<file path="config.mk">
export PLATFORM = sky130hd
export DESIGN_NAME = fpec_ctrl
export DESIGN_NICKNAME = d
export VERILOG_FILES = /design/src/hdl/fpec_ctrl.v /design/src/hdl/fpec_tclk.v
export VERILOG_INCLUDE_DIRS = /design/src /design/src/hdl
export SDC_FILE = /design/constraint.sdc
export NUM_CORES = 1
export LEC_CHECK = 0
export ABC_AREA = 0
export BUFFER_PORTS_ARGS = -buffer_cell sky130_fd_sc_hd__buf_2
export CAP_MARGIN = 5
export CORE_UTILIZATION = 55
export DETAILED_ROUTE_END_ITERATION = 8
export HOLD_SLACK_MARGIN = 0.03
export PLACE_DENSITY = 0.85
export SETUP_SLACK_MARGIN = 0.5
export SYNTH_ARGS = -nofsm -noshare
export SYNTH_HDL_FRONTEND = slang
export SYNTH_SLANG_ARGS = --single-unit
</file>
<file path="constraint.sdc">
create_clock -name i_clk_sys -period 4.9 [get_ports i_clk_sys]
set_input_delay 0.49 -clock i_clk_sys [delete_from_list [all_inputs] [get_ports i_clk_sys]]
set_output_delay 0.49 -clock i_clk_sys [all_outputs]
set_load 0.03 [all_outputs]
</file>
<file path="src/hdl/fpec_defs.vh">
// constants of the flash program and erase controller
`ifndef FPEC_DEFS_VH
`define FPEC_DEFS_VH

// register byte offsets
`define FPEC_OFF_CTL1 12'h000
`define FPEC_OFF_CTL2 12'h004
`define FPEC_OFF_CTL3 12'h008
`define FPEC_OFF_ADDR 12'h00c
`define FPEC_OFF_DATA 12'h010

// flash_control_one fields
`define FPEC_C1_ERASE 0
`define FPEC_C1_WRITE 1
`define FPEC_C1_SUSP_EN 2
`define FPEC_C1_ABORT_EN 3
`define FPEC_C1_MARGIN0 4
`define FPEC_C1_W 5
`define FPEC_C1_RST 5'h00

// flash_control_two fields: timing clock select
`define FPEC_C2_W 2
`define FPEC_SEL_AUX 2'h0
`define FPEC_SEL_SUB_MAIN 2'h1
`define FPEC_SEL_MAIN 2'h2
`define FPEC_C2_RST 2'h2

// flash_control_three fields
`define FPEC_C3_BUSY 0
`define FPEC_C3_EXIT 1
`define FPEC_C3_ABORTED 2
`define FPEC_C3_CLK_FAULT 3
`define FPEC_C3_SUSPENDED 4
`define FPEC_C3_W 5

// flash address regions
`define FPEC_INFO_LO 16'h1080
`define FPEC_INFO_HI 16'h10ff
`define FPEC_MAIN_LO 16'hc000
`define FPEC_MAIN_HI 16'hffff

// operation lengths in timing clock ticks
`define FPEC_TICK_W 13
`define FPEC_WRITE_TICKS 13'h0020
`define FPEC_ERASE_TICKS 13'h1000

// system cycles without a timing edge that count as a stopped clock
`define FPEC_STOP_W 8
`define FPEC_STOP_CYC 8'hc8

`endif

</file>
<file path="src/hdl/fpec_ctrl.v">
// flash program and erase controller with apb registers
// Overview of operation
// timing clock from aux, sub-main or main
// hold selected clock running while operation pending; the keep requests drop while suspended, and select 3 raises none
// emergency exit bit ends operation at once
// accepted interrupt aborts when enabled and global
// interrupt pauses erase, return resumes it
// busy bit reads one while operation active
// information region 0x1080 to 0x10ff readable
// main region 0xc000 to 0xffff readable
// stopped timing clock aborts the operation
// software waits after exit before flash access
// software waits 6 us after interrupt abort
// margin-0 read mode for checksums
// software avoids low power during operations
// busy clears with array drive, same cycle
//
// Chosen here: the APB interface to the registers and the address map.
`timescale 1ns/10ps
`default_nettype none
`include "fpec_defs.vh"

module fpec_ctrl (
  input wire i_clk_sys,
  input wire i_rst,
  // apb slave
  input wire i_psel,
  input wire i_penable,
  input wire i_pwrite,
  input wire [11:0] i_paddr,
  input wire [31:0] i_pwdata,
  output wire o_pready,
  output reg [31:0] o_prdata,
  output reg o_pslverr,
  // clock sources, asynchronous to i_clk_sys
  input wire i_aux_clk,
  input wire i_sub_main_clk,
  input wire i_main_clk,
  // keep-running requests to the clock system
  output reg o_keep_aux,
  output reg o_keep_sub_main,
  output reg o_keep_main,
  // processor events, same clock
  input wire i_global_interrupt_enable,
  input wire i_irq_accept,
  input wire i_return_from_interrupt,
  // processor flash read port
  input wire i_cpu_rd,
  input wire [15:0] i_cpu_addr,
  output reg [7:0] o_cpu_rdata,
  output reg o_cpu_hit,
  // flash array
  input wire [7:0] i_fl_rdata,
  output wire [15:0] o_fl_addr,
  output wire o_fl_rd,
  output reg [15:0] o_fl_op_addr,
  output reg [7:0] o_fl_wdata,
  output wire o_fl_prog,
  output wire o_fl_erase,
  output wire o_fl_margin0
);

  localparam [2:0] ST_IDLE = 3'b001;
  localparam [2:0] ST_RUN = 3'b010;
  localparam [2:0] ST_SUSP = 3'b100;

  reg [2:0] state;
  reg [2:0] next_state;
  reg [`FPEC_C1_W-1:0] ctl1;
  reg [`FPEC_C2_W-1:0] ctl2;
  reg exit_bit;
  reg aborted;
  reg clk_fault;
  reg is_erase;
  reg [15:0] addr_reg;
  reg [7:0] data_reg;
  reg [`FPEC_TICK_W-1:0] tick_cnt;
  reg [`FPEC_TICK_W-1:0] next_tick_cnt;
  reg abort_now;
  reg done_now;
  reg start_now;

  wire tick;
  wire clk_stopped;
  wire busy;
  wire setup;
  wire wr_acc;
  wire wr_ctl1;
  wire wr_ctl3;
  wire in_info;
  wire in_main;
  wire irq_abort;
  wire irq_pause;
  wire [`FPEC_C3_W-1:0] ctl3_view;

  // zero-wait slave: every access ends in its first access cycle
  assign o_pready = 1'b1;
  assign setup = i_psel & ~i_penable;
  assign wr_acc = i_psel & i_penable & i_pwrite;
  assign wr_ctl1 = wr_acc & (i_paddr == `FPEC_OFF_CTL1);
  assign wr_ctl3 = wr_acc & (i_paddr == `FPEC_OFF_CTL3);

  // suspended counts as busy so software polling keeps waiting
  assign busy = state[1] | state[2];
  // array drive and busy come from the same state flops
  assign o_fl_prog = state[1] & ~is_erase;
  assign o_fl_erase = state[1] & is_erase;
  assign o_fl_margin0 = ctl1[`FPEC_C1_MARGIN0];

  assign ctl3_view = {state[2], clk_fault, aborted, exit_bit, busy};

  assign irq_abort = i_irq_accept & i_global_interrupt_enable &
                     ctl1[`FPEC_C1_ABORT_EN];
  // with the global enable low no return comes; software must force one
  assign irq_pause = i_irq_accept & is_erase &
                     ctl1[`FPEC_C1_SUSP_EN];

  fpec_tclk u_tclk (
    .i_clk_sys(i_clk_sys),
    .i_rst(i_rst),
    .i_aux_clk(i_aux_clk),
    .i_sub_main_clk(i_sub_main_clk),
    .i_main_clk(i_main_clk),
    .i_sel(ctl2),
    .i_watch(state[1]),
    .o_tick(tick),
    .o_stopped(clk_stopped)
  );

  // apb read data and error, captured in the setup cycle
  always @(posedge i_clk_sys) begin
    if (i_rst) begin
      o_prdata <= 32'h0000_0000;
      o_pslverr <= 1'b0;
    end else if (setup) begin
      o_pslverr <= 1'b0;
      if (i_paddr == `FPEC_OFF_CTL1)
        o_prdata <= {{(32-`FPEC_C1_W){1'b0}}, ctl1};
      else if (i_paddr == `FPEC_OFF_CTL2)
        o_prdata <= {{(32-`FPEC_C2_W){1'b0}}, ctl2};
      else if (i_paddr == `FPEC_OFF_CTL3)
        o_prdata <= {{(32-`FPEC_C3_W){1'b0}}, ctl3_view};
      else if (i_paddr == `FPEC_OFF_ADDR)
        o_prdata <= {16'h0000, addr_reg};
      else if (i_paddr == `FPEC_OFF_DATA)
        o_prdata <= {24'h00_0000, data_reg};
      else begin
        o_prdata <= 32'h0000_0000;
        o_pslverr <= 1'b1;
      end
    end
  end

  // configuration registers; a busy block ignores new setups
  always @(posedge i_clk_sys) begin
    if (i_rst) begin
      ctl1 <= `FPEC_C1_RST;
      ctl2 <= `FPEC_C2_RST;
      addr_reg <= 16'h0000;
      data_reg <= 8'h00;
    end else begin
      if (wr_ctl1 && !busy)
        ctl1 <= i_pwdata[`FPEC_C1_W-1:0];
      else if (done_now || abort_now)
        ctl1 <= ctl1 & ~(`FPEC_C1_RST | 5'h03);
      if (wr_acc && !busy && i_paddr == `FPEC_OFF_CTL2)
        ctl2 <= i_pwdata[`FPEC_C2_W-1:0];
      if (wr_acc && !busy && i_paddr == `FPEC_OFF_ADDR)
        addr_reg <= i_pwdata[15:0];
      if (wr_acc && !busy && i_paddr == `FPEC_OFF_DATA)
        data_reg <= i_pwdata[7:0];
    end
  end

  // exit bit is a level; while set no operation may start
  always @(posedge i_clk_sys) begin
    if (i_rst)
      exit_bit <= 1'b0;
    else if (wr_ctl3)
      exit_bit <= i_pwdata[`FPEC_C3_EXIT];
  end

  // sticky flags: hardware set wins over a write-one clear
  always @(posedge i_clk_sys) begin
    if (i_rst) begin
      aborted <= 1'b0;
      clk_fault <= 1'b0;
    end else begin
      if (abort_now)
        aborted <= 1'b1;
      else if (wr_ctl3 && i_pwdata[`FPEC_C3_ABORTED])
        aborted <= 1'b0;
      if (state[1] && clk_stopped)
        clk_fault <= 1'b1;
      else if (wr_ctl3 && i_pwdata[`FPEC_C3_CLK_FAULT])
        clk_fault <= 1'b0;
    end
  end

  // operation sequencer
  always @* begin
    next_state = state;
    next_tick_cnt = tick_cnt;
    abort_now = 1'b0;
    done_now = 1'b0;
    start_now = 1'b0;
    case (state)
      ST_IDLE: begin
        if (wr_ctl1 && !exit_bit &&
            (i_pwdata[`FPEC_C1_ERASE] || i_pwdata[`FPEC_C1_WRITE])) begin
          start_now = 1'b1;
          next_state = ST_RUN;
          next_tick_cnt = {`FPEC_TICK_W{1'b0}};
        end
      end
      ST_RUN: begin
        if ((wr_ctl3 && i_pwdata[`FPEC_C3_EXIT]) || exit_bit) begin
          abort_now = 1'b1;
          next_state = ST_IDLE;
        end else if (irq_abort) begin
          abort_now = 1'b1;
          next_state = ST_IDLE;
        end else if (clk_stopped) begin
          abort_now = 1'b1;
          next_state = ST_IDLE;
        end else if (irq_pause) begin
          next_state = ST_SUSP;
        end else if (tick) begin
          if (tick_cnt == (is_erase ? `FPEC_ERASE_TICKS - 1'b1
                                    : `FPEC_WRITE_TICKS - 1'b1)) begin
            done_now = 1'b1;
            next_state = ST_IDLE;
          end else begin
            next_tick_cnt = tick_cnt + 1'b1;
          end
        end
      end
      ST_SUSP: begin
        if ((wr_ctl3 && i_pwdata[`FPEC_C3_EXIT]) || exit_bit) begin
          abort_now = 1'b1;
          next_state = ST_IDLE;
        end else if (i_return_from_interrupt) begin
          next_state = ST_RUN;
        end
      end
      default: begin
        next_state = ST_IDLE;
      end
    endcase
  end

  always @(posedge i_clk_sys) begin
    if (i_rst) begin
      state <= ST_IDLE;
      tick_cnt <= {`FPEC_TICK_W{1'b0}};
      is_erase <= 1'b0;
      o_fl_op_addr <= 16'h0000;
      o_fl_wdata <= 8'h00;
    end else begin
      state <= next_state;
      tick_cnt <= next_tick_cnt;
      if (start_now) begin
        // erase has priority if both command bits are written
        is_erase <= i_pwdata[`FPEC_C1_ERASE];
        o_fl_op_addr <= addr_reg;
        o_fl_wdata <= data_reg;
      end
    end
  end

  // keep the chosen timing clock alive while the array is driven, except select 3 (runs on main) which raises no keep; a suspended erase drops it
  always @(posedge i_clk_sys) begin
    if (i_rst) begin
      o_keep_aux <= 1'b0;
      o_keep_sub_main <= 1'b0;
      o_keep_main <= 1'b0;
    end else begin
      o_keep_aux <= next_state[1] & (ctl2 == `FPEC_SEL_AUX);
      o_keep_sub_main <= next_state[1] &
                         (ctl2 == `FPEC_SEL_SUB_MAIN);
      o_keep_main <= next_state[1] & (ctl2 == `FPEC_SEL_MAIN);
    end
  end

  // processor reads of the two flash regions
  assign in_info = (i_cpu_addr >= `FPEC_INFO_LO) &&
                   (i_cpu_addr <= `FPEC_INFO_HI);
  assign in_main = (i_cpu_addr >= `FPEC_MAIN_LO) &&
                   (i_cpu_addr <= `FPEC_MAIN_HI);
  // no array reads while the array is being driven
  assign o_fl_rd = i_cpu_rd & (in_info | in_main) & ~state[1];
  assign o_fl_addr = i_cpu_addr;

  always @(posedge i_clk_sys) begin
    if (i_rst) begin
      o_cpu_rdata <= 8'h00;
      o_cpu_hit <= 1'b0;
    end else if (i_cpu_rd) begin
      o_cpu_hit <= o_fl_rd;
      o_cpu_rdata <= o_fl_rd ? i_fl_rdata : 8'hff;
    end else begin
      o_cpu_hit <= 1'b0;
    end
  end

endmodule // fpec_ctrl

`default_nettype wire

</file>
<file path="src/hdl/fpec_tclk.v">
// timing clock selection, edge ticks and stop detection
`timescale 1ns/10ps
`default_nettype none
`include "fpec_defs.vh"

module fpec_tclk (
  input wire i_clk_sys,
  input wire i_rst,
  input wire i_aux_clk,
  input wire i_sub_main_clk,
  input wire i_main_clk,
  input wire [1:0] i_sel,
  input wire i_watch,
  output wire o_tick,
  output reg o_stopped
);

  reg [2:0] sync_a;
  reg [2:0] sync_b;
  reg sel_q;
  reg sel_prev;
  reg [`FPEC_STOP_W-1:0] idle_cnt;
  wire [2:0] raw;

  assign raw = {i_main_clk, i_sub_main_clk, i_aux_clk};

  // clocks from other domains: two flops before any use
  genvar g;
  generate
    for (g = 0; g < 3; g = g + 1) begin : g_sync
      always @(posedge i_clk_sys) begin
        if (i_rst) begin
          sync_a[g] <= 1'b0;
          sync_b[g] <= 1'b0;
        end else begin
          sync_a[g] <= raw[g];
          sync_b[g] <= sync_a[g];
        end
      end
    end
  endgenerate

  always @(posedge i_clk_sys) begin
    if (i_rst) begin
      sel_q <= 1'b0;
      sel_prev <= 1'b0;
    end else begin
      if (i_sel == `FPEC_SEL_AUX)
        sel_q <= sync_b[0];
      else if (i_sel == `FPEC_SEL_SUB_MAIN)
        sel_q <= sync_b[1];
      else
        sel_q <= sync_b[2];
      sel_prev <= sel_q;
    end
  end

  assign o_tick = sel_q & ~sel_prev;

  // a crystal fault shows only as missing edges
  always @(posedge i_clk_sys) begin
    if (i_rst) begin
      idle_cnt <= {`FPEC_STOP_W{1'b0}};
      o_stopped <= 1'b0;
    end else if (!i_watch || o_tick) begin
      idle_cnt <= {`FPEC_STOP_W{1'b0}};
      o_stopped <= 1'b0;
    end else if (idle_cnt == `FPEC_STOP_CYC) begin
      o_stopped <= 1'b1;
    end else begin
      idle_cnt <= idle_cnt + 1'b1;
    end
  end

endmodule // fpec_tclk

`default_nettype wire

</file>
Yosys cells after proc, flatten, opt, wreduce, memory -nomap -nowiden
Index checks and enable logic that the tools add are counted.
- bits in registers: 137
- input bits: 80
- output and inout port bits: 90
- word-level logic and storage cells: 164
- add/subtract/negate cells: 2
- order comparisons: 4
- eq/ne operators: 21
- multiplexer cells: 52
- bitwise logic cells: 24
- reductions and logical operators: 30
- operator list (cell ; count):
    13-bit two-way mux ; 7
    16-bit two-way mux ; 4
    3-bit two-way mux ; 9
    13-bit one-hot mux with 2 select lines ; 1
    12-bit by 4-bit == test with 1-bit output, second input constant ; 2
    1-bit two-way mux ; 24
    1-bit AND ; 17
    16-bit by 13-bit >= comparator with 1-bit output, second input constant ; 1
    16-bit >= comparator, second input constant ; 1
    16-bit by 13-bit <= comparator with 1-bit output, second input constant ; 1
    16-bit <= comparator, second input constant ; 1
    8-bit two-way mux ; 2
    13-bit by 1-bit adder with 13-bit output, second input constant ; 1
    13-bit by 12-bit == test with 1-bit output ; 1
    1-bit logical AND ; 13
    12-bit by 3-bit == test with 1-bit output, second input constant ; 1
    12-bit by 5-bit == test with 1-bit output, second input constant ; 1
    12-bit zero test ; 1
    12-bit two-way mux ; 1
    2-bit != test, second input constant ; 6
    3-bit one-hot mux with 3 select lines ; 1
    8-bit by 1-bit adder with 8-bit output, second input constant ; 1
    8-bit == test, second input constant ; 1
    8-bit AND reduction ; 1
    20 further kinds ; 34

Logic depth before layout (Yosys ltp)
Gate-level depths: netlist of run 1.
- word-level depth: 12
- mapped depth: 9
- gate-level depth less buffers: 6

By module
Synthesis of run 1 repeated with hierarchy kept, for this count alone.
- cell total of the unflattened synthesis: 653
- area total of the unflattened synthesis: 5277.6 µm²
- modules (own cells, without submodules) (module ; times used ; cells an instance ; area each (µm²) ; seq. area each (µm²)):
    fpec_ctrl ; 1 ; 585 ; 4609.4 ; 2082.0
    fpec_tclk ; 1 ; 68 ; 668.1 ; 340.3

Least setup slack after synthesis of run 1
OpenSTA, ideal clock, no wires.
- path kind: input-to-output
- start: in i_cpu_addr[11]
- end: out o_fl_rd
- data arrival time: 1.696 ns
- data required time: 4.410 ns
- setup slack: 2.714 ns
- stages on the path: 3
- path buffers: 0
- path through: nor4b_1 nand4b_1 a21oi_1
- cells in the longest elaborated chain, start to end: 5
- elaborated cells on any way between the ends: 9
- classes of those cells: 4 x order compare; 3 x bitwise; 2 x reduce/logical
- ends and longest elaborated chain (item ; line ; RTL):
    start: declaration ; fpec_ctrl.v:49 ; input wire [15:0] i_cpu_addr,
    16-bit by 13-bit >= comparator with 1-bit output (no line), or another cell as far along ; n/a ;
    1-bit logical AND, on equally long branches ; fpec_ctrl.v:286, fpec_ctrl.v:288 ;
    1-bit bitwise OR (*) ; fpec_ctrl.v:291 ; assign o_fl_rd = i_cpu_rd & (in_info | in_main) & ~state[1];
    1-bit AND (*) (2 in series) ; fpec_ctrl.v:291 ;
    end: declaration ; fpec_ctrl.v:55 ; output wire o_fl_rd,
Mark *: on every way between the ends. The rest lies on a longest branch, timed or not.

Final worst setup path of run 1
- start: in i_paddr[10]
- end: reg o_keep_main
- cells in the longest elaborated chain, start to end: 7
- elaborated cells on any way between the ends: 13
- classes of those cells: 1 x eq/ne; 4 x mux; 3 x bitwise; 5 x reduce/logical
- ends and longest elaborated chain (item ; line ; RTL):
    start: declaration ; fpec_ctrl.v:30 ; input wire [11:0] i_paddr,
    12-bit by 4-bit == test with 1-bit output (no line) or 12-bit zero test (tied branches) ; n/a ;
    1-bit AND, on equally long branches ; fpec_ctrl.v:101, fpec_ctrl.v:100 ;
    1-bit logical AND, on equally long branches ; fpec_ctrl.v:217, fpec_ctrl.v:239, fpec_ctrl.v:209 ;
    1-bit logical OR or 1-bit logical AND (tied branches) ; fpec_ctrl.v:217, fpec_ctrl.v:239, fpec_ctrl.v:209 ;
    3-bit two-way mux, on equally long branches ; fpec_ctrl.v:239, fpec_ctrl.v:209, fpec_ctrl.v:217 ;
    3-bit one-hot mux with 3 select lines (*) ; fpec_ctrl.v:207 ; case (state)
    1-bit AND (*) ; fpec_ctrl.v:281 ; o_keep_main <= next_state[1] & (ctl2 == `FPEC_SEL_MAIN);
    end signal: assignment ; fpec_ctrl.v:281 ;
    end: declaration ; fpec_ctrl.v:42 ; output reg o_keep_main,
Mark *: on every way between the ends. The rest lies on a longest branch, timed or not. The select of a mux whose other input is x is not followed.
A chain may end at the register's enable or synchronous reset.

==> results of run 1 <==
==> worst max path at each step <==
| stage | cells past startpoint | slack [ns] | start | endpoint |
|---|---|---|---|---|
| final | 6 | 2.31 | i_paddr[10] | o_keep_main |
| after detailed placement | 6 | 1.84 | i_paddr[10] | o_keep_main |
| after floorplan | 3 | 2.71 | i_cpu_addr[11] | o_fl_rd |
| after global placement | 6 | 1.92 | i_paddr[10] | o_keep_main |
| after CTS | 6 | 2.30 | i_paddr[10] | o_keep_main |
| after global routing | 6 | 2.14 | i_paddr[10] | o_keep_main |
==> critical path, cell delays in order <==
cell      delay (ns)
buf_2           0.11
nor4_4          0.36
and4b_1         0.46
and4_1          0.95
a311oi_1        0.27
nor4b_1         0.35
==> cells by family (layout without fill, tap and decap cells) <==
logic type,count (synthesis),in the layout,share of synthesized area
compound gates,89,89,0.108
xor+xnor,8,8,0.0129
fa+ha+maj,3,3,0.00691
buf+inv,86,173,0.0882
flops,121,121,0.446
mux,41,41,0.0755
other cells,2,17,0.00138
simple gates,279,279,0.261
==> cell usage in the layout, fill, tap and decap left out, types with 4 or more instances in the layout <==
| master | netlist | final |
|---|---|---|
| inv_6 | 0 | 5 |
| dfxtp_1 | 121 | 121 |
| a221oi_1 | 6 | 6 |
| conb_1 | 2 | 17 |
| or4_1 | 5 | 5 |
| buf_4 | 34 | 4 |
| nand3b_1 | 6 | 6 |
| nand4_1 | 4 | 4 |
| clkbuf_16 | 0 | 16 |
| xor2_1 | 6 | 6 |
| nor4_1 | 11 | 11 |
| nor4b_1 | 6 | 6 |
| clkinv_4 | 0 | 5 |
| nand3_1 | 27 | 27 |
| a211oi_1 | 8 | 8 |
| a31oi_1 | 5 | 5 |
| buf_2 | 11 | 122 |
| mux2i_1 | 41 | 41 |
| nor3b_1 | 4 | 4 |
| nand2_1 | 81 | 81 |
| inv_1 | 15 | 15 |
| nand2b_1 | 13 | 13 |
| a21oi_1 | 42 | 42 |
| nor2b_1 | 13 | 13 |
| o31ai_1 | 5 | 5 |
| and3_1 | 6 | 6 |
| nor2_1 | 69 | 69 |
| nor3_1 | 15 | 15 |
==> routing by layer <==
layer / share of wire / vias up / track usage
met5: 0 / - / 0
met3: 0.070 / 33 / 0.0552
met2: 0.50 / 222 / 0.454
met4: 0.021 / 0 / 0.119
li1: - / 2321 / -
met1: 0.40 / 2309 / 0.327
==> power groups by stage <==
stage,Clock [W],Combinational [W],Sequential [W]
final,0.00127,0.000147,0.00100
after global routing,0.00132,0.000158,0.00100
after CTS,0.00127,0.000146,0.00100
after detailed placement,0,0.000145,0.00102
after global placement,0,0.000143,0.00102
after floorplan,0,0.000102,0.00104
==> layout make-up <==
class,instances,area share
multi-input combinational,437,0.400
sequential,121,0.374
clock inverter,15,0.0294
inverter,15,0.00870
timing repair buffer,126,0.0990
clock buffer,17,0.0640
tap,129,0.0249
==> through the flow <==
stage | instances | setup WS [ns] | hold slack, ns | power, W
2_1_floorplan | 644 | 2.71 | 0.414 | 0.00114
3_3_place_gp | 828 | 1.92 | 0.420 | 0.00116
3_5_place_dp | 828 | 1.84 | 0.428 | 0.00117
4_1_cts | 860 | 2.30 | 0.175 | 0.00242
5_1_grt | 860 | 2.14 | 0.199 | 0.00248
6_report | 860 | 2.31 | 0.184 | 0.00241
==> flow_metrics.py, run 1 <==
metrics = {
    "final_layout": {
        "nFillCells": 692,
        "diodes": 0,
        "seqCellArea_mm2": 0.00242,
        "layout-drive-gt1-share": 0.226,
        "multi_input_area_mm2": 0.00259,
        "design_area_mm2": 0.00647,
        "syn_to_final_growth_pct": 19.1,
        "nets": 801,
        "fin_util": 0.687,
    },
    "power_and_ir_drop": {
        "ir_drop_v": 0.000190,
        "switchingPower_w": 0.000590,
        "p_seq_frac": 0.415,
        "p_leak_nw": 2.56,
        "power.share.clock": 0.525,
        "sw_frac_of_total": 0.244,
        "combPwrFrac": 0.061,
        "internal-power_w": 0.00183,
        "power_density_mw_per_mm2": 373,
    },
    "placement": {
        "portBuffers": 122,
        "hpwl_um": 8930,
        "place_area_mm2": 0.00587,
        "routabilityCongestion": 0.892,
    },
    "worst_setup_path": {
        "reg2reg_setup_slack_ns": 2.47,
        "crit_fanout": 26,
        "critPathKind": "in2reg",
        "arrival_ns": 3.00,
        "required_ns": 5.31,
        "worst_r2r_path_depth": 4,
        "start_kind": "input port",
        "rr_startpoint": "exit_bit",
        "end_kind": "flip-flop",
        "rr_endpoint": "o_keep_main",
    },
    "clock_network": {
        "cts_tree": "built",
        "clkLatencyLatePin_ns": 0.51,
        "cts_buffer_depth": 2,
        "post_cts_buffers": 0,
        "cts-root-buf": "clkbuf_8",
        "cts_hold_buf": 0,
        "htreeDepth": 4,
        "cts_sinks": 121,
        "cts_buffers": 17,
        "cts.reportedPaths.clkPinSlew_ns": 0.06,
        "cts_resized": 0,
    },
    "detailed_routing": {
        "remaining_drc_errors": 0,
        "drtIter0Drc": 342,
        "route.final.wire_length_um": 13400,
        "vias_per_cell": 5.68,
        "post_drt_wl_per_cell_um": 15.6,
        "ant_nets": 0,
        "vias": 4885,
        "drtPass1Iterations": 5,
    },
    "global_routing": {
        "grt_max_degree": 58,
        "grt_overflow": 0,
        "grt_pass1_wl_um": 21500,
        "grt_pass1_vias": 4635,
        "grt_use_total": 0.267,
        "antenna_found_initial": 0,
    },
    "run_status": {
        "status": "finished, final reports clean",
    },
    "sta": {
        "tightest_slew_ns": 1.20,
        "max_slew_margin": 0.199,
        "clock_skew_ns": 0.00609,
        "hold_viol": 0,
        "fin_crit_sh": 0.528,
        "slew_violations": 0,
        "max_clock_freq_ghz": 0.386,
        "setup_viol": 0,
        "fin_tns_setup_ns": 0,
        "min_period_ns": 2.59,
        "rsz0062_at_grt": "no",
    },
    "min_path": {
        "whs_path_depth": 2,
        "hp-start": "i_aux_clk",
        "hold_path_class": "in2reg",
        "min_to": "u_tclk.sync_a[0]",
    },
    "yosys": {
        "synth_seq_area_share": 0.446,
        "synth_top_area_share": 0.446,
        "yosys_warnings": 0,
        "yosys-top-cells-area": "dfxtp_1 (45%), mux2i_1 (7.6%), nand2_1 (5.6%), nor2_1 (4.8%), buf_4 (4.7%)",
        "asyncSetResetFlopFracSynth": 0,
        "yosysTopAreaCell": "dfxtp_1",
        "synth.distinct_cells": 58,
        "synth_cells": 629,
        "synthFlopType": "dfxtp_1",
        "syn_avg_cell_area_um2": 8.64,
        "synth_common_cells": "dfxtp_1 (121), nand2_1 (81), nor2_1 (69)",
        "ys_ff_latch": 121,
        "netlist_area_mm2": 0.00543,
        "synth_edf_count": 0,
        "yosysMostFrequentCell": "dfxtp_1",
    },
    "floorplanning": {
        "dieWidth_um": 101,
        "core_mm2": 0.00942,
        "rows": 35,
        "die_height_um": 101,
        "die_area_mm2": 0.0103,
        "ioPinCount": 170,
        "start_util": 0.577,
    },
    "run": {
        "maxCapViolCount": 0,
    },
}
No activity file was read; power rests on OpenSTA's default activity.
==> run 2: changes to the inputs <==
--- a/config.mk
+++ b/config.mk
@@ -6,13 +6,13 @@
 export SDC_FILE = /design/constraint.sdc
 export NUM_CORES = 1
 export LEC_CHECK = 0
-export ABC_AREA = 0
+export ABC_AREA = 1
 export BUFFER_PORTS_ARGS = -buffer_cell sky130_fd_sc_hd__buf_2
 export CAP_MARGIN = 5
-export CORE_UTILIZATION = 55
+export CORE_UTILIZATION = 47
 export DETAILED_ROUTE_END_ITERATION = 8
 export HOLD_SLACK_MARGIN = 0.03
-export PLACE_DENSITY = 0.85
+export PLACE_DENSITY = 0.77
 export SETUP_SLACK_MARGIN = 0.5
 export SYNTH_ARGS = -nofsm -noshare
 export SYNTH_HDL_FRONTEND = slang
==> constraint.sdc (replaced) <==
create_clock -name i_clk_sys -period 2.1 [get_ports i_clk_sys]
set_input_delay 0.21 -clock i_clk_sys [delete_from_list [all_inputs] [get_ports i_clk_sys]]
set_output_delay 0.21 -clock i_clk_sys [all_outputs]
set_load 0.03 [all_outputs]
==> flow_metrics.py, run 2 <==
metrics = {
    "final_layout": {
        "fin_util": 0.613,
        "diodes": 0,
        "nets": 927,
        "layout-drive-gt1-share": 0.321,
        "mostFrequentLayoutCells": "buf_2 (120), dfxtp_1 (108), nor2_1 (100), inv_1 (88), nand2_1 (82)",
        "final_common_cell": "buf_2",
        "stdcell_count": 1000,
        "syn_to_final_growth_pct": 25.5,
    },
    "run": {
        "maxCapViolCount": 0,
    },
    "run_status": {
        "failed_checks": "design-rule violations",
        "status": "finished, violations left",
    },
    "floorplanning": {
        "ioPinCount": 170,
        "die_area_mm2": 0.0125,
        "rows": 39,
        "die_height_um": 112,
        "core_mm2": 0.0116,
        "start_util": 0.489,
        "dieWidth_um": 112,
    },
    "placement": {
        "hpwl_um": 8800,
        "portBuffers": 122,
        "dp.cells": 957,
        "routabilityCongestion": 0.873,
        "pre_cts_slack_ns": 0.298,
    },
    "clock_network": {
        "cts_sinks": 121,
        "clkLatencyLatePin_ns": 0.41,
        "cts.reportedPaths.clkPinSlew_ns": 0.06,
        "cts_tree": "built",
        "cts_buffer_depth": 2,
        "cts-root-buf": "clkbuf_16",
        "cts_buffers": 17,
        "htreeDepth": 4,
    },
    "yosys": {
        "yosysTopAreaCell": "dfxtp_1",
        "synth_top_area_share": 0.427,
        "synthFlopType": "dfxtp_1",
        "yosysMostFrequentCell": "dfxtp_1",
        "yosys-top-cells-area": "dfxtp_1 (43%), nor2_1 (7.0%), inv_1 (6.2%), nand2_1 (5.8%), a211oi_2 (5.1%)",
        "synth_edf_count": 0,
        "ys_ff_latch": 121,
        "synth_seq_area_share": 0.427,
        "synth_common_cells": "dfxtp_1 (121), nor2_1 (106), inv_1 (93)",
        "asyncSetResetFlopFracSynth": 0,
        "synth.distinct_cells": 45,
        "netlist_area_mm2": 0.00568,
        "synth_cells": 728,
        "yosys_warnings": 0,
        "syn_avg_cell_area_um2": 7.80,
    },
    "sta": {
        "whs_ns": 0.0560,
        "setup_viol": 0,
        "min_period_ns": 1.62,
        "fin_ws_ns": 0.475,
        "fin_crit_sh": 0.774,
        "fin_tns_setup_ns": 0,
        "clock_skew_ns": 0.00896,
        "slew_violations": 0,
        "max_clock_freq_ghz": 0.615,
        "rsz0062_at_grt": "yes",
        "hold_viol": 0,
    },
    "worst_setup_path": {
        "start_kind": "flip-flop",
        "end_kind": "flip-flop",
        "arrival_ns": 1.92,
        "crit_fanout": 7,
        "critPathKind": "reg2reg",
        "required_ns": 2.39,
    },
    "power_and_ir_drop": {
        "power_density_mw_per_mm2": 793,
        "ir_drop_v": 0.000623,
        "p_leak_nw": 3.03,
    },
    "detailed_routing": {
        "drtPass1Iterations": 8,
        "drtIter0Drc": 377,
        "ant_nets": 0,
        "vias": 5166,
        "vias_per_cell": 5.17,
        "post_drt_wl_per_cell_um": 13.7,
        "remaining_drc_errors": 10,
        "route.final.wire_length_um": 13700,
    },
    "global_routing": {
        "grt_pass1_vias": 4671,
        "grt_use_total": 0.215,
        "grt_max_degree": 50,
        "grt_pass1_wl_um": 21600,
        "antenna_found_initial": 0,
        "grt_overflow": 0,
    },
    "min_path": {
        "hold_path_class": "in2reg",
    },
}
[run 2: cell type report]
| class | instances | area [um2] |
|---|---|---|
| tap | 143 | 179 |
| clock buffer | 17 | 425 |
| timing repair buffer | 142 | 801 |
| inverter | 96 | 369 |
| clock inverter | 15 | 183 |
| multi-input combinational | 466 | 2720 |
| fill | 1032 | 4490 |
| sequential | 121 | 2450 |
[run 2: power breakdown]
part	switching (W)	internal, W	leakage, nW
clock	0.00120	0.00180	0.290
combinational	0.000227	0.0000930	1.75
sequential	0.00000942	0.00231	0.987
total	0.00144	0.00421	3.03
[run 2: what timing repair did]
item,CTS,global route
setup endpoints to repair,20,39
pin swaps,2,13
hold buffers,3,0
gates resized for setup,13,48
setup buffers,2,5
endpoints found under the hold margin,3,0
gates cloned,0,1
[run 2: metrics by stage]
step,area (um2),total power [W]
after floorplan,5730,0.00263
after global placement,6230,0.00269
after detailed placement,6230,0.00269
after CTS,6930,0.00568
after global routing,7120,0.00582
final,7120,0.00565
[run 2: cells by family (layout without fill, tap and decap cells)]
logic type / count (synthesis) / after routing / share of synthesized area
compound gates: 149 / 149 / 0.190
other cells: 2 / 17 / 0.00132
xor+xnor: 9 / 9 / 0.0139
flops: 121 / 121 / 0.427
buf+inv: 157 / 270 / 0.132
fa+ha+maj: 3 / 3 / 0.00661
simple gates: 287 / 288 / 0.229
[run 2: layer usage]
| metal | vias up | track usage | part of all wire |
|---|---|---|---|
| met1 | 2388 | 0.268 | 0.45 |
| met3 | 24 | 0.0550 | 0.053 |
| met5 | - | 0 | 0 |
| met2 | 156 | 0.349 | 0.48 |
| met4 | 0 | 0.0991 | 0.017 |
| li1 | 2598 | - | - |
[run 2: path summary, 6_finish.rpt]
path | start | to | slack [ns] | depth (start not counted)
min | i_fl_rdata[2] | o_cpu_rdata[2] | 0.06 | 3
min reg2reg | u_tclk.sync_a[0] | u_tclk.sync_b[0] | 0.41 | 2
max reg2reg | state[2] | tick_cnt[12] | 0.48 | 9
max | state[2] | tick_cnt[12] | 0.48 | 9
[run 2: critical path, stage by stage (launching register included)]
cell     delay, ns
dfxtp_4       0.37
inv_2         0.07
nand3_2       0.08
o21ai_1       0.16
nand4_1       0.15
a21oi_4       0.17
nand3_4       0.16
buf_8         0.19
nand3_1       0.08
a21oi_2       0.06
